[src/dual_adc_defines.vh]
// Shared offsets, field positions, reset values and timing counts for the dual converter output control
`ifndef DUAL_ADC_DEFINES_VH
`define DUAL_ADC_DEFINES_VH

// ==========================================================
// Register byte offsets (word aligned)
`define REG_STATUS 4'h0
`define REG_IRQ_EN 4'h4
`define REG_IRQ_CLR 4'h8
`define REG_CTRL 4'hc
`define REG_CHAN_STATE 4'h0
`define REG_ADDR_W 4

// ==========================================================
// Register offsets above the low nibble live in a second range
`define REG_CHAN_STATE_ADDR 5'h10

// ==========================================================
// Status, enable and clear bit positions
`define EVT_A_OVERRANGE 0
`define EVT_B_OVERRANGE 1
`define EVT_A_RECOVERED 2
`define EVT_B_RECOVERED 3
`define EVT_A_PWR_CHANGE 4
`define EVT_B_PWR_CHANGE 5
`define EVT_W 6

// ==========================================================
// Control register fields and reset value
`define CTRL_BLANK_RECOVER 0
`define CTRL_W 1
`define CTRL_RESET 1'h1

// ==========================================================
// Channel state codes, one-hot
`define ST_NORMAL 4'h1
`define ST_NAP 4'h2
`define ST_SLEEP 4'h4
`define ST_RECOVER 4'h8
`define ST_W 4

// ==========================================================
// Timing: clock rate, nap recovery in sample clocks, sleep recovery time
`define SYS_CLK_HZ 25000000
`define NAP_RECOVER_SAMPLES 100
`define SLEEP_RECOVER_US 2000
`define SLEEP_RECOVER_CYCLES ((`SLEEP_RECOVER_US * (`SYS_CLK_HZ / 1000000)))

// ==========================================================
// Data widths
`define WORD_W 10

`endif

[src/_unused_guard_note.v]
// Empty unit: the block needs no further module

[src/dual_adc_output_power_control.v]
// Top of the dual converter output control: pins, two channels, port swap and Avalon-MM registers
//
// Function
// - Output disable high floats channel data and flag
// - Each channel has its own output disable
// - Power down low converts normally
// - Power down and disable high gives sleep
// - Data invalid for milliseconds after sleep
// - Power down high, disable low gives nap
// - Nap recovery takes about 100 sample clocks
// - Nap or sleep floats that channel's outputs only
// - Each channel's power mode governed by own pins only
// - Swap high: A on first port
// - Swap low: A on second port
// - Overrange flag high outside convertible range
// - Upper format levels give two's complement
`timescale 1ns/1ns
`include "dual_adc_defines.vh"
module dual_adc_output_power_control #(
   parameter NAP_SAMPLES = `NAP_RECOVER_SAMPLES,
   parameter SLEEP_CYCLES = `SLEEP_RECOVER_CYCLES,
   parameter CNT_W = 16
) (
   // Clock and reset
   input wire sys_clk_i,
   input wire srst_i,
   // Channel control pins
   input wire chan_a_output_hiz_n_i,
   input wire chan_b_output_hiz_n_i,
   input wire chan_a_power_down_i,
   input wire chan_b_power_down_i,
   input wire port_swap_sel_i,
   input wire [1:0] format_sel_i,
   // Sample clocks, sampled as levels
   input wire chan_a_sample_clock_i,
   input wire chan_b_sample_clock_i,
   // Converter core results
   input wire [`WORD_W-1:0] chan_a_code_i,
   input wire chan_a_out_of_range_i,
   input wire [`WORD_W-1:0] chan_b_code_i,
   input wire chan_b_out_of_range_i,
   // First output port
   output reg [`WORD_W-1:0] first_port_word_o,
   output reg first_port_word_oe_o,
   output reg first_port_overrange_o,
   output reg first_port_overrange_oe_o,
   // Second output port
   output reg [`WORD_W-1:0] second_port_word_o,
   output reg second_port_word_oe_o,
   output reg second_port_overrange_o,
   output reg second_port_overrange_oe_o,
   // Avalon-MM slave
   input wire [4:0] avs_address_i,
   input wire avs_read_i,
   input wire avs_write_i,
   input wire [31:0] avs_writedata_i,
   input wire [3:0] avs_byteenable_i,
   output reg [31:0] avs_readdata_o,
   output reg avs_waitrequest_o,
   // Interrupt
   output reg irq_o
);

   // ==========================================================
   // Synchronised pins
   // Eleven single pins plus two code words
   localparam PIN_W = 2 * `WORD_W + 11;

   // Raw and synced bundles
   wire [PIN_W-1:0] pins_async;
   wire [PIN_W-1:0] pins_sync;

   // Synced levels, one name per pin
   wire a_hiz_n;
   wire b_hiz_n;
   wire a_pd;
   wire b_pd;
   wire swap;
   wire [1:0] fmt;
   wire a_sclk;
   wire b_sclk;
   wire a_oor;
   wire b_oor;
   wire [`WORD_W-1:0] a_code;
   wire [`WORD_W-1:0] b_code;

   // Pack order must match the unpack below
   assign pins_async = {chan_a_output_hiz_n_i, chan_b_output_hiz_n_i, chan_a_power_down_i,
                        chan_b_power_down_i, port_swap_sel_i, format_sel_i, chan_a_sample_clock_i,
                        chan_b_sample_clock_i, chan_a_out_of_range_i, chan_b_out_of_range_i,
                        chan_a_code_i, chan_b_code_i};
   assign {a_hiz_n, b_hiz_n, a_pd, b_pd, swap, fmt, a_sclk, b_sclk, a_oor, b_oor, a_code, b_code} = pins_sync;

   // Codes share flops with the sample clocks, so a code
   // and the edge that captures it arrive together
   pin_sync #(
      .WIDTH(PIN_W)
   ) u_pin_sync (
      .sys_clk_i(sys_clk_i),
      .srst_i(srst_i),
      .async_i(pins_async),
      .sync_o(pins_sync)
   );

   // ==========================================================
   // Registers
   // Sticky status; enable and control are read-write
   reg [`EVT_W-1:0] status;
   reg [`EVT_W-1:0] irq_en;
   reg [`CTRL_W-1:0] ctrl;

   // Event pulses and the shared format flag
   wire [`EVT_W-1:0] events;
   wire twos_comp;

   // Format pin levels 2 and 3 select two's complement for both channels
   assign twos_comp = fmt[1];

   // ==========================================================
   // Two channels, each fed by its own pins plus the shared format pins and blanking control
   // Captured words and flags
   wire [`WORD_W-1:0] a_word;
   wire [`WORD_W-1:0] b_word;
   wire a_ovr;
   wire b_ovr;

   // Drive enables and power states
   wire a_drive;
   wire b_drive;
   wire [`ST_W-1:0] a_state;
   wire [`ST_W-1:0] b_state;

   // One-cycle event pulses
   wire a_rec;
   wire b_rec;
   wire a_ovr_evt;
   wire b_ovr_evt;
   wire a_pwr_evt;
   wire b_pwr_evt;

   // Channel A
   chan_power_ctrl #(
      .NAP_SAMPLES(NAP_SAMPLES),
      .SLEEP_CYCLES(SLEEP_CYCLES),
      .CNT_W(CNT_W)
   ) u_chan_a (
      .sys_clk_i(sys_clk_i),
      .srst_i(srst_i),
      .sample_clk_i(a_sclk),
      .power_down_i(a_pd),
      .output_hiz_n_i(a_hiz_n),
      .twos_comp_i(twos_comp),
      .blank_recover_i(ctrl[`CTRL_BLANK_RECOVER]),
      .code_i(a_code),
      .out_of_range_i(a_oor),
      .word_o(a_word),
      .overrange_o(a_ovr),
      .drive_o(a_drive),
      .state_o(a_state),
      .recovered_o(a_rec),
      .overrange_evt_o(a_ovr_evt),
      .pwr_change_o(a_pwr_evt)
   );

   // Channel B
   chan_power_ctrl #(
      .NAP_SAMPLES(NAP_SAMPLES),
      .SLEEP_CYCLES(SLEEP_CYCLES),
      .CNT_W(CNT_W)
   ) u_chan_b (
      .sys_clk_i(sys_clk_i),
      .srst_i(srst_i),
      .sample_clk_i(b_sclk),
      .power_down_i(b_pd),
      .output_hiz_n_i(b_hiz_n),
      .twos_comp_i(twos_comp),
      .blank_recover_i(ctrl[`CTRL_BLANK_RECOVER]),
      .code_i(b_code),
      .out_of_range_i(b_oor),
      .word_o(b_word),
      .overrange_o(b_ovr),
      .drive_o(b_drive),
      .state_o(b_state),
      .recovered_o(b_rec),
      .overrange_evt_o(b_ovr_evt),
      .pwr_change_o(b_pwr_evt)
   );

   // ==========================================================
   // Port swap; tying swap to the sample clock alternates channels each half period
   always @(posedge sys_clk_i) begin
      if (srst_i) begin
         first_port_word_o <= {`WORD_W{1'b0}};
         first_port_word_oe_o <= 1'b0;
         first_port_overrange_o <= 1'b0;
         first_port_overrange_oe_o <= 1'b0;
         second_port_word_o <= {`WORD_W{1'b0}};
         second_port_word_oe_o <= 1'b0;
         second_port_overrange_o <= 1'b0;
         second_port_overrange_oe_o <= 1'b0;
      end else if (swap) begin
         // Channel A leads on the first port
         first_port_word_o <= a_word;
         first_port_overrange_o <= a_ovr;
         first_port_word_oe_o <= a_drive;
         first_port_overrange_oe_o <= a_drive;
         second_port_word_o <= b_word;
         second_port_overrange_o <= b_ovr;
         second_port_word_oe_o <= b_drive;
         second_port_overrange_oe_o <= b_drive;
      end else begin
         // Ports exchanged: channel B leads
         first_port_word_o <= b_word;
         first_port_overrange_o <= b_ovr;
         first_port_word_oe_o <= b_drive;
         first_port_overrange_oe_o <= b_drive;
         second_port_word_o <= a_word;
         second_port_overrange_o <= a_ovr;
         second_port_word_oe_o <= a_drive;
         second_port_overrange_oe_o <= a_drive;
      end
   end

   // ==========================================================
   // Bus handshake: one wait cycle, then a single-cycle acknowledge
   wire access;
   wire take;

   assign access = avs_read_i | avs_write_i;
   assign take = access & ~avs_waitrequest_o;

   // A request still held at its acknowledge edge sees
   // waitrequest high again, so it cannot complete twice
   always @(posedge sys_clk_i) begin
      if (srst_i)
         avs_waitrequest_o <= 1'b1;
      else if (access && avs_waitrequest_o)
         avs_waitrequest_o <= 1'b0;
      else
         avs_waitrequest_o <= 1'b1;
   end

   // Read data is prepared while waitrequest is dropped; unmapped offsets read zero
   always @(posedge sys_clk_i) begin
      if (srst_i) begin
         avs_readdata_o <= 32'h0000_0000;
      end else if (avs_read_i && avs_waitrequest_o) begin
         case (avs_address_i)
            {1'b0, `REG_STATUS}: avs_readdata_o <= {{(32-`EVT_W){1'b0}}, status};
            {1'b0, `REG_IRQ_EN}: avs_readdata_o <= {{(32-`EVT_W){1'b0}}, irq_en};
            {1'b0, `REG_CTRL}: avs_readdata_o <= {{(32-`CTRL_W){1'b0}}, ctrl};
            `REG_CHAN_STATE_ADDR: avs_readdata_o <= {22'h00_0000, fmt, b_state, a_state};
            default: avs_readdata_o <= 32'h0000_0000;
         endcase
      end
   end

   // ==========================================================
   // Writes take effect at the acknowledge edge, low byte lane only
   wire wr_low;

   assign wr_low = take & avs_write_i & avs_byteenable_i[0];

   // Only enable and control are writable
   always @(posedge sys_clk_i) begin
      if (srst_i) begin
         irq_en <= {`EVT_W{1'b0}};
         ctrl <= `CTRL_RESET;
      end else if (wr_low) begin
         if (avs_address_i == {1'b0, `REG_IRQ_EN})
            irq_en <= avs_writedata_i[`EVT_W-1:0];
         if (avs_address_i == {1'b0, `REG_CTRL})
            ctrl <= avs_writedata_i[`CTRL_W-1:0];
      end
   end

   // ==========================================================
   // Sticky events; a new event beats a clear in the same cycle
   assign events = {b_pwr_evt, a_pwr_evt, b_rec, a_rec, b_ovr_evt, a_ovr_evt};

   // Clear mask from a write to the clear register
   wire [`EVT_W-1:0] clr;

   assign clr = (wr_low && avs_address_i == {1'b0, `REG_IRQ_CLR}) ? avs_writedata_i[`EVT_W-1:0]
                                                                 : {`EVT_W{1'b0}};

   // Interrupt uses the next status, so it changes on the same clock as status
   always @(posedge sys_clk_i) begin
      if (srst_i) begin
         status <= {`EVT_W{1'b0}};
         irq_o <= 1'b0;
      end else begin
         status <= (status & ~clr) | events;
         irq_o <= |(((status & ~clr) | events) & irq_en);
      end
   end

endmodule // dual_adc_output_power_control

[src/pin_sync.v]
// Two flip-flop synchroniser for a group of level inputs from outside the clock domain
`timescale 1ns/1ns
module pin_sync #(
   parameter WIDTH = 1
) (
   // Clock and reset
   input wire sys_clk_i,
   input wire srst_i,
   // Asynchronous levels in, synchronised levels out
   input wire [WIDTH-1:0] async_i,
   output reg [WIDTH-1:0] sync_o
);

   reg [WIDTH-1:0] meta;

   // ==========================================================
   // First stage feeds only the second stage
   always @(posedge sys_clk_i) begin
      if (srst_i) begin
         meta <= {WIDTH{1'b0}};
         sync_o <= {WIDTH{1'b0}};
      end else begin
         meta <= async_i;
         sync_o <= meta;
      end
   end

endmodule // pin_sync

[src/chan_power_ctrl.v]
// One converter channel: power mode, recovery blanking, output word capture and drive enable
`timescale 1ns/1ns
`include "dual_adc_defines.vh"
module chan_power_ctrl #(
   parameter NAP_SAMPLES = `NAP_RECOVER_SAMPLES,
   parameter SLEEP_CYCLES = `SLEEP_RECOVER_CYCLES,
   parameter CNT_W = 16
) (
   // Clock and reset
   input wire sys_clk_i,
   input wire srst_i,
   // Synchronised pin levels and blanking control
   input wire sample_clk_i,
   input wire power_down_i,
   input wire output_hiz_n_i,
   input wire twos_comp_i,
   input wire blank_recover_i,
   // Converter core result
   input wire [`WORD_W-1:0] code_i,
   input wire out_of_range_i,
   // Channel outputs
   output reg [`WORD_W-1:0] word_o,
   output reg overrange_o,
   output reg drive_o,
   output reg [`ST_W-1:0] state_o,
   output reg recovered_o,
   output reg overrange_evt_o,
   output reg pwr_change_o
);

   reg sample_d;
   reg from_sleep;
   reg [CNT_W-1:0] count;
   reg [`ST_W-1:0] next_state;
   wire sample_edge;

   assign sample_edge = sample_clk_i & ~sample_d;

   // ==========================================================
   // Power mode selection from this channel's own pins only
   always @* begin
      next_state = state_o;
      if (power_down_i) begin
         if (output_hiz_n_i)
            next_state = `ST_SLEEP;
         else
            next_state = `ST_NAP;
      end else begin
         case (state_o)
            `ST_NAP: next_state = `ST_RECOVER;
            `ST_SLEEP: next_state = `ST_RECOVER;
            `ST_RECOVER: begin
               if ((from_sleep && count == SLEEP_CYCLES[CNT_W-1:0] - 1'b1) ||
                   (!from_sleep && sample_edge && count == NAP_SAMPLES[CNT_W-1:0] - 1'b1))
                  next_state = `ST_NORMAL;
            end
            `ST_NORMAL: next_state = `ST_NORMAL;
            default: next_state = `ST_NORMAL;
         endcase
      end
   end

   // ==========================================================
   // State, recovery counter and output word; the word only moves on a sample edge
   always @(posedge sys_clk_i) begin
      if (srst_i) begin
         sample_d <= 1'b0;
         state_o <= `ST_NORMAL;
         from_sleep <= 1'b0;
         count <= {CNT_W{1'b0}};
         word_o <= {`WORD_W{1'b0}};
         overrange_o <= 1'b0;
         drive_o <= 1'b0;
         recovered_o <= 1'b0;
         overrange_evt_o <= 1'b0;
         pwr_change_o <= 1'b0;
      end else begin
         sample_d <= sample_clk_i;
         state_o <= next_state;
         recovered_o <= (state_o == `ST_RECOVER) && (next_state == `ST_NORMAL);
         pwr_change_o <= (next_state != state_o);
         overrange_evt_o <= 1'b0;
         if (state_o == `ST_SLEEP)
            from_sleep <= 1'b1;
         else if (state_o == `ST_NAP)
            from_sleep <= 1'b0;
         // Sleep recovery counts system clocks, nap recovery counts sample clocks
         if (state_o != `ST_RECOVER)
            count <= {CNT_W{1'b0}};
         else if (from_sleep || sample_edge)
            count <= count + 1'b1;
         // Nap and sleep float the pins whatever the disable pin says
         drive_o <= ~output_hiz_n_i && (next_state == `ST_NORMAL || next_state == `ST_RECOVER);
         if (sample_edge && (state_o == `ST_NORMAL || state_o == `ST_RECOVER)) begin
            if (state_o == `ST_RECOVER && blank_recover_i) begin
               word_o <= {`WORD_W{1'b0}};
               overrange_o <= 1'b0;
            end else begin
               // Upper format levels flip the sign bit for two's complement
               word_o <= {code_i[`WORD_W-1] ^ twos_comp_i, code_i[`WORD_W-2:0]};
               overrange_o <= out_of_range_i;
               overrange_evt_o <= out_of_range_i;
            end
         end
      end
   end

endmodule // chan_power_ctrl

[config.mk]
export PLATFORM = sky130hd
export DESIGN_NAME = dual_adc_output_power_control
export DESIGN_NICKNAME = d
export VERILOG_FILES = /design/src/_unused_guard_note.v /design/src/dual_adc_output_power_control.v /design/src/pin_sync.v /design/src/chan_power_ctrl.v
export VERILOG_INCLUDE_DIRS = /design/src /design/src/src
export SDC_FILE = /design/constraint.sdc
export NUM_CORES = 1
export LEC_CHECK = 0
export ABC_CLOCK_PERIOD_IN_PS = 2300
export BUFFER_PORTS_ARGS = -buffer_cell sky130_fd_sc_hd__buf_4
export CORE_ASPECT_RATIO = 1.4
export CORE_MARGIN = 5
export CORE_UTILIZATION = 35
export DETAILED_ROUTE_END_ITERATION = 8
export PLACE_DENSITY = 0.54
export SKIP_CTS_REPAIR_TIMING = 1
export SYNTH_ARGS = -nofsm -noshare
export SYNTH_HDL_FRONTEND = slang
export SYNTH_SLANG_ARGS = --single-unit
[constraint.sdc]
create_clock -name sys_clk_i -period 2.3 [get_ports sys_clk_i]
set_input_delay 0.46 -clock sys_clk_i [delete_from_list [all_inputs] [get_ports sys_clk_i]]
set_output_delay 0.46 -clock sys_clk_i [all_outputs]
set_load 0.02 [all_outputs]
==> results.py, run 1 <==
metrics = {
    "power": {
        "peakVddDrop_v": 0.000453,
        "p_leak_nw": 3.14,
        "combPwrFrac": 0.049,
        "switching_share": 0.247,
        "power_frac_seq": 0.498,
        "power_frac_clock": 0.453,
        "p_int_mw": 5.01,
        "power_density_mw_per_mm2": 799,
        "switchingPower_mw": 1.65,
    },
    "routing": {
        "drt_wl_total_mm": 14.9,
        "ant_nets": 0,
        "dr.first_iter.drc_count": 323,
        "vias": 5063,
        "dr.pass1.iters": 4,
        "route.detailed.drc": 0,
        "wl_per_cell_um": 14.1,
        "via_per_inst": 4.79,
    },
    "worst_setup_path": {
        "cp_max_fo": 9,
        "r2r-end": "u_chan_b.count[15]",
        "worstPathArrival_ns": 2.23,
        "r2r_cells": 5,
        "critical_path.cell_chain": "nor2b_1, o2111ai_1, nor4_1, xnor2_1, nor2_1",
        "reg2reg_from": "u_pin_sync.sync_o[22]",
        "crit_type": "flop to flop",
        "critPathBufInv": 0,
        "reg2reg_slack_ns": 0.39,
        "startpoint_type": "flop",
        "cp_slowest_cell": "nor4_1",
        "cp-end-kind": "flop",
        "cpPeakStageDelay_ns": 0.44,
        "path_delay_family": "simple AND/OR/NAND/NOR gates",
        "worst_ep_required_time_ns": 2.62,
    },
    "global_routing": {
        "antenna_found_initial": 0,
        "grt_max_degree": 142,
        "grt_pass1_wl_mm": 24.5,
        "grt_use_total": 0.134,
        "grt_pass1_vias": 5014,
        "overflow": 0,
    },
    "finish": {
        "nets": 873,
        "antenna_cells": 0,
        "fill_cells": 1910,
        "layout-drive-gt1-share": 0.163,
        "synthToLayoutAreaGrowth_pct": 20.5,
    },
    "sta": {
        "finalHoldViolations": 0,
        "skew_ns": 0.0159,
        "drv_slew": 0,
        "fin_hold_ws_ns": 0.228,
        "fin_crit_ns": 1.91,
        "worst_pin_slew_ns": 0.719,
        "finalCritPeriodShare": 0.829,
        "final.setup.tns_ns": 0,
        "max_clock_freq_mhz": 524,
        "setup_viol_count_final": 0,
        "slew_headroom": 0.520,
        "rsz0062_at_grt": "false",
    },
    "clocking": {
        "cts_htree_levels": 4,
        "tritoncts": "built",
        "insertion_delay_ns": 0.43,
        "clockRootBuffer": "clkbuf_16",
        "cts_buffers": 17,
        "clockBufferDepth": 2,
        "clock_sinks": 185,
        "path_clk_slew_ns": 0.08,
    },
    "logic_synthesis": {
        "synth.most_common_cell": "dfxtp_1",
        "synthArstFlopShare": 0,
        "syn_area_mm2": 0.00691,
        "synth.distinct_cells": 49,
        "synth_top_flop_cell": "dfxtp_1",
        "synth_area_leader_cell": "dfxtp_1",
        "yosys-top-cells-count": "185 x dfxtp_1, 102 x nor2_1, 68 x nor2b_1, 38 x mux2i_1, 36 x clkbuf_1",
        "yosys_warnings": 0,
        "ys_seq_area_frac": 0.536,
        "netlist.area_leader.share": 0.536,
        "synth_edf_count": 0,
        "synth.area.top_cells": "dfxtp_1 54%, nor2b_1 6.2%, nor2_1 5.5%",
        "ys_ff_latch": 185,
        "synthCells": 722,
        "syn_area_per_cell_um2": 9.57,
    },
    "hold_path": {
        "hold-path-endpoint": "u_pin_sync.meta[6]",
        "hold_path_class": "input pin to flop",
        "worstHoldPathCells": 2,
        "min_from": "chan_b_code_i[6]",
    },
    "floorplan": {
        "core_mm2": 0.0194,
        "initial_core_util": 0.357,
        "fp.dieH_um": 176,
        "die_width_um": 129,
        "ios": 136,
        "die_area_mm2": 0.0227,
        "row_count": 60,
    },
    "placed_design": {
        "gp_congestion": 0.837,
        "hpwl_mm": 10.4,
        "numPortBuffers": 84,
    },
    "run": {
        "drv_cap": 0,
    },
    "status": {
        "outcome": "finished, final reports clean",
    },
}
worst register-to-register path, stage by stage, from the launching register on:
cell	delay, ns
dfxtp_1	0.32
nor2b_1	0.40
o2111ai_1	0.42
nor4_1	0.45
xnor2_1	0.16
nor2_1	0.05
how the worst max path moves through the flow:
stage,startpoint,depth (start not counted),slack [ns],to
after floorplan,avs_address_i[4],6,0.23,irq_en[0]
after global placement,avs_address_i[4],6,0.13,irq_o
after detailed placement,avs_address_i[4],6,0.13,irq_o
after CTS,u_pin_sync.sync_o[22],5,0.37,u_chan_b.count[15]
after global routing,u_pin_sync.sync_o[22],5,0.21,u_chan_b.count[15]
final,u_pin_sync.sync_o[22],5,0.39,u_chan_b.count[15]
area by class of cell:
type | instances | area, µm² | share of cell area
flip-flops and latches | 185 | 3700 | 0.445
multi-input cells | 484 | 2900 | 0.348
repair buffers | 96 | 733 | 0.0881
clock buffers | 17 | 425 | 0.0511
well taps | 248 | 310 | 0.0373
clock inverters | 15 | 211 | 0.0254
inverters | 11 | 41.3 | 0.00496
kinds of logic after synthesis:
kind of cell | after synthesis | share of synthesized area
other | 1 | 0.000543
AO/OA/AOI/OAI | 100 | 0.0938
multiplexers | 38 | 0.0551
buffers and inverters | 74 | 0.0554
XOR/XNOR | 31 | 0.0393
adder cells (fa/ha/maj) | 2 | 0.00362
AND/OR/NAND/NOR | 291 | 0.216
flip-flops | 185 | 0.536
power by group through the flow:
stage | clock, mW | sequential [mW] | combinational [mW]
2_1_floorplan | 0 | 3.38 | 0.229
6_report | 3.02 | 3.32 | 0.323
4_1_cts | 3.11 | 3.32 | 0.326
5_1_grt | 3.24 | 3.32 | 0.354
3_5_place_dp | 0 | 3.39 | 0.325
3_3_place_gp | 0 | 3.39 | 0.321
layer usage:
metal  up-vias  global-route usage  part of all wire
li1       2553                   -                 -
met1      2347               0.167              0.44
met2       138               0.218              0.48
met3        25              0.0260             0.047
met4         0              0.0674             0.029
met5         -                   0                 0
sequential cells by signal, indices dropped and copies added, names as in the netlist, 6 cells and up:
register	count
u_pin_sync.meta	31
u_pin_sync.sync_o	31
u_chan_a.count	16
u_chan_b.count	16
avs_readdata_o	10
first_port_word_o	10
second_port_word_o	10
u_chan_a.word_o	10
u_chan_b.word_o	10
irq_en	6
status	6
through the flow:
step / power, mW / util / instances / instance area (µm²) / worst slack [ns]
final: 6.65 / 0.430 / 1056 / 8330 / 0.393
after global placement: 3.71 / 0.397 / 1024 / 7690 / 0.135
after floorplan: 3.61 / - / 743 / 6990 / 0.233
after global routing: 6.92 / 0.430 / 1056 / 8330 / 0.205
after CTS: 6.75 / 0.430 / 1056 / 8330 / 0.374
after detailed placement: 3.72 / 0.397 / 1024 / 7690 / 0.126
placed cells by master, fill, tap and decap left out, drive strengths merged, types with 4 or more instances in the layout:
master and count:
a21oi 24, a22oi 25, a31oi 6, and3 6, buf 96, clkbuf 17, clkinv 6, conb 22
dfxtp 185, inv 18, mux2i 38, nand2 35, nand3 14, nand4 9, nor2 103, nor2b 68
nor3 15, nor4 12, nor4b 4, o211ai 4, o21ai 23, o2bb2ai 5, or3 7, xnor2 17
xor2 14
Power figures use the tool's default switching activity.
==> run 2, diff against run 1 <==
- ABC_CLOCK_PERIOD_IN_PS: 2300 -> 1600
- PLACE_DENSITY: 0.54 -> 0.56
- clock period: 2.3 -> 1.6 ns (I/O delays scaled with it)
==> run 2 against run 1 <==
Effect of this change: non-clock buffer count rose by 54; sequential power rose by 43%; design area rose by 6.6%; die area did not move; clock power rose by 51%; wire length rose by 1.8%; cell count rose by 5.1%; critical path depth rose by 1; register-to-register slack got worse by 0.32 ns; combinational power rose by 59%; critical path type unchanged; largest power group unchanged.
==> results.py, run 2 (synthesis results as in run 1) <==
metrics = {
    "routing": {
        "vias": 5237,
        "via_per_inst": 4.72,
        "dr.pass1.iters": 4,
        "dr.first_iter.drc_count": 334,
        "ant_nets": 0,
        "route.detailed.drc": 0,
        "wl_per_cell_um": 13.7,
        "drt_wl_total_mm": 15.2,
    },
    "floorplan": {
        "core_mm2": 0.0194,
        "die_width_um": 129,
        "initial_core_util": 0.357,
        "row_count": 60,
        "die_area_mm2": 0.0227,
        "ios": 136,
        "fp.dieH_um": 176,
    },
    "finish": {
        "final_area_mm2": 0.00888,
        "antenna_cells": 0,
        "final_cell_mix": "184 x dfxtp_1, 147 x buf_4, 102 x nor2_1",
        "layout-drive-gt1-share": 0.237,
        "synthToLayoutAreaGrowth_pct": 28.5,
        "nets": 927,
        "final_common_cell": "dfxtp_1",
        "top_regs": "u_pin_sync.meta x31, u_pin_sync.sync_o x31",
    },
    "hold_path": {
        "hold_path_class": "input pin to flop",
    },
    "run": {
        "drv_cap": 0,
    },
    "clocking": {
        "insertion_delay_ns": 0.43,
        "cts_htree_levels": 4,
        "clockBufferDepth": 2,
        "clock_sinks": 185,
        "tritoncts": "built",
        "clockRootBuffer": "clkbuf_16",
        "cts_buffers": 17,
        "path_clk_slew_ns": 0.08,
    },
    "placed_design": {
        "hpwl_mm": 11.0,
        "gp_congestion": 0.841,
        "numPortBuffers": 84,
        "dp_slack_ns": -0.328,
        "placed_cell_area_mm2": 0.00809,
    },
    "power": {
        "peakVddDrop_v": 0.000737,
        "power_density_mw_per_mm2": 1110,
        "p_leak_nw": 3.45,
    },
    "sta": {
        "drv_slew": 0,
        "finalCritPeriodShare": 0.955,
        "max_clock_freq_mhz": 654,
        "finalHoldViolations": 0,
        "fin_crit_ns": 1.53,
        "setup_viol_count_final": 0,
        "final.setup.tns_ns": 0,
        "setup_slack_ns": 0.0715,
        "rsz0062_at_grt": "true",
        "skew_ns": 0.0119,
    },
    "global_routing": {
        "grt_max_degree": 90,
        "overflow": 0,
        "grt_use_total": 0.137,
        "grt_pass1_wl_mm": 25.0,
        "antenna_found_initial": 0,
        "grt_pass1_vias": 5184,
    },
    "worst_setup_path": {
        "worst_ep_required_time_ns": 1.97,
        "worstPathArrival_ns": 1.90,
        "crit_type": "flop to flop",
        "cp-end-kind": "flop",
        "startpoint_type": "flop",
        "reg2reg_slack_ns": 0.07,
        "cp_max_fo": 9,
    },
    "status": {
        "outcome": "finished, final reports clean",
    },
}
-- run 2: cell types whose count changed in the layout (fill, tap and decap cells not counted), sizes merged --
cell      change
buf          +54
bufinv        +1
clkinvlp      -1
-- run 2: worst paths after layout --
path	start	to	depth (start not counted)
worst max-delay path	u_pin_sync.sync_o[23]	u_chan_a.count[8]	6
worst min-delay path	chan_b_code_i[5]	u_pin_sync.meta[5]	2
worst max register to register	u_pin_sync.sync_o[23]	u_chan_a.count[8]	6
worst min register to register	u_pin_sync.meta[28]	u_pin_sync.sync_o[28]	1
-- run 2: metal layers --
layer | GRT usage | vias up | share of wire
li1 | - | 2665 | -
met1 | 0.168 | 2434 | 0.45
met2 | 0.232 | 119 | 0.48
met3 | 0.0318 | 19 | 0.053
met4 | 0.0482 | 0 | 0.018
met5 | 0 | - | 0
-- run 2: area by class of cell --
class / instances / area (µm²)
inverter: 11 / 41.3
multi-input combinational: 484 / 3000
tap: 248 / 310
clock buffer: 17 / 425
fill: 1906 / 10500
timing repair buffer: 150 / 1150
sequential: 185 / 3700
clock inverter: 15 / 241
-- run 2: worst max-delay path: stages, from the launching register on --
cell and delay [ns]:
dfxtp_1 0.37, nor2b_1 0.14, buf_4 0.17, o211ai_1 0.15, buf_4 0.19, or3_1 0.33
a21oi_1 0.13
-- run 2: stage by stage --
| stage | utilization | power, mW | cells | hold WS (ns) |
|---|---|---|---|---|
| 6_report | 0.458 | 9.82 | 1110 | 0.0898 |
| 5_1_grt | 0.458 | 10.2 | 1110 | 0.0824 |
| 4_1_cts | 0.452 | 9.95 | 1106 | 0.0711 |
| 3_5_place_dp | 0.418 | 5.38 | 1074 | 0.422 |
| 3_3_place_gp | 0.418 | 5.38 | 1074 | 0.419 |
| 2_1_floorplan | - | 5.20 | 743 | 0.414 |
-- run 2: power breakdown --
part	internal, mW	switching (mW)	total [mW]
Combinational	0.235	0.280	0.515
Clock	2.47	2.08	4.55
Sequential	4.71	0.0527	4.76
Total	7.41	2.41	9.82
==> run 3, diff against run 2 <==
- RECOVER_POWER: default -> 100
==> run 3 against run 2 <==
Effect of this change: design area shrank 2.2%; fmax shrank 1.3%; non-clock buffer count is the same; first-iteration DRC count shrank 8.1%; core utilization shrank 1.0 points; setup slack lost 0.020 ns; worst hold slack lost 0.0013 ns; via count shrank 0.21%; largest cell class unchanged.
==> results.py, run 3 (synthesis results as in run 1) <==
metrics = {
    "global_routing": {
        "overflow": 0,
        "antenna_found_initial": 0,
        "grt_use_total": 0.137,
        "grt_pass1_vias": 5184,
        "grt_max_degree": 90,
        "grt_pass1_wl_mm": 25.0,
    },
    "finish": {
        "synthToLayoutAreaGrowth_pct": 25.7,
        "layout-drive-gt1-share": 0.184,
        "antenna_cells": 0,
        "final_common_cell": "dfxtp_1",
        "top_regs": "u_pin_sync.meta x31, u_pin_sync.sync_o x31",
        "fill_cells": 1957,
        "final_area_mm2": 0.00868,
        "final_cell_mix": "184 x dfxtp_1, 102 x nor2_1, 93 x buf_4",
        "final_cells": 1110,
        "nets": 927,
    },
    "routing": {
        "met3_length_um": 785,
        "dr.pass1.iters": 4,
        "vias": 5226,
        "wl_per_cell_um": 13.8,
        "ant_nets": 0,
        "highest_layer": "met4",
        "dr.first_iter.drc_count": 307,
        "wl_met2_mm": 7.35,
        "drt_wl_total_mm": 15.3,
        "drt-met1-wl_mm": 6.91,
        "route.detailed.drc": 0,
        "via_per_inst": 4.71,
    },
    "worst_setup_path": {
        "critPathBufInv": 3,
        "cp_max_fo": 6,
        "worstPathArrival_ns": 1.84,
        "path_delay_family": "simple AND/OR/NAND/NOR gates",
        "worst_ep_required_time_ns": 1.89,
        "cpPeakStageDelay_ns": 0.51,
        "startpoint_type": "input pin",
        "cp-end-kind": "flop",
        "cp_common_cell": "clkbuf_4",
        "crit_type": "input pin to flop",
        "cp_slowest_cell": "or4b_1",
        "critical_path.cell_chain": "clkbuf_4, clkbuf_4, or4b_1, nor4_4, clkbuf_2, mux2i_1, nor2_1",
    },
    "power": {
        "power_density_mw_per_mm2": 1130,
        "peakVddDrop_v": 0.000734,
        "p_leak_nw": 3.26,
        "p_total_mw": 9.80,
    },
    "placed_design": {
        "numPortBuffers": 84,
        "gp_congestion": 0.841,
        "placed_cell_area_mm2": 0.00809,
        "hpwl_mm": 11.0,
        "place_inst": 1074,
    },
    "sta": {
        "setup_viol_count_final": 0,
        "fin_hold_ws_ns": 0.0885,
        "finalCritPeriodShare": 0.968,
        "slew_headroom": 0.485,
        "drv_slew": 0,
        "final.setup.tns_ns": 0,
        "skew_ns": 0.0123,
        "finalHoldViolations": 0,
        "fin_crit_ns": 1.55,
        "worst_pin_slew_ns": 0.773,
        "max_clock_freq_mhz": 646,
        "rsz0062_at_grt": "true",
    },
    "floorplan": {
        "initial_core_util": 0.357,
        "die_width_um": 129,
        "fp.dieH_um": 176,
        "ios": 136,
        "die_area_mm2": 0.0227,
        "core_mm2": 0.0194,
        "row_count": 60,
    },
    "clocking": {
        "path_clk_slew_ns": 0.08,
        "clockBufferDepth": 2,
        "clockRootBuffer": "clkbuf_16",
        "cts_buffers": 17,
        "clock_sinks": 185,
        "insertion_delay_ns": 0.43,
        "cts_htree_levels": 4,
        "tritoncts": "built",
    },
    "status": {
        "outcome": "finished, final reports clean",
    },
    "hold_path": {
        "hold_path_class": "input pin to flop",
    },
    "run": {
        "drv_cap": 0,
    },
}
-- run 3: changes by cell type in the layout (fill, tap and decap cells not counted) --
cell,previous run,this run
clkbuf_2,0,5
clkbuf_4,0,6
clkbuf_1,0,44
or4b_4,1,0
buf_12,2,1
buf_4,147,93
or4b_1,0,1
-- run 3: path summary, 6_finish.rpt --
check                        start                     to  slack (ns)  cells past startpoint
max reg2reg  u_pin_sync.sync_o[23]      u_chan_a.count[8]        0.07                      6
min               chan_b_code_i[5]     u_pin_sync.meta[5]        0.09                      2
max               avs_address_i[2]              irq_en[3]        0.05                      7
min reg2reg    u_pin_sync.meta[28]  u_pin_sync.sync_o[28]        0.44                      1
-- run 3: report_power, final --
part / switching [mW] / internal (mW) / total [mW]
registers: 0.0518 / 4.71 / 4.76
logic: 0.280 / 0.216 / 0.497
clock network: 2.08 / 2.47 / 4.55
total: 2.41 / 7.39 / 9.80
-- run 3: metal layers --
metal	GRT usage	up-vias
met5	0	-
li1	-	2664
met3	0.0318	15
met1	0.168	2430
met2	0.232	117
met4	0.0482	0
-- run 3: layout make-up --
class / count / area, µm² / area share
flip-flops and latches: 185 / 3700 / 0.427
multi-input cells: 484 / 3000 / 0.345
repair buffers: 150 / 965 / 0.111
clock buffers: 17 / 425 / 0.0490
well taps: 248 / 310 / 0.0357
clock inverters: 15 / 241 / 0.0278
inverters: 11 / 41.3 / 0.00476
-- run 3: worst reg2reg max path, cell delays in order (launching register included) --
cell	delay, ns
dfxtp_1	0.37
nor2b_1	0.14
buf_4	0.17
o211ai_1	0.15
buf_4	0.19
or3_1	0.33
a21oi_1	0.13
-- run 3: stage by stage --
stage / setup WS, ns / utilization
floorplan: -0.321 / -
global placement: -0.273 / 0.418
detailed placement: -0.328 / 0.418
CTS: 0.0461 / 0.452
global route: -0.0345 / 0.448
finish: 0.0514 / 0.448
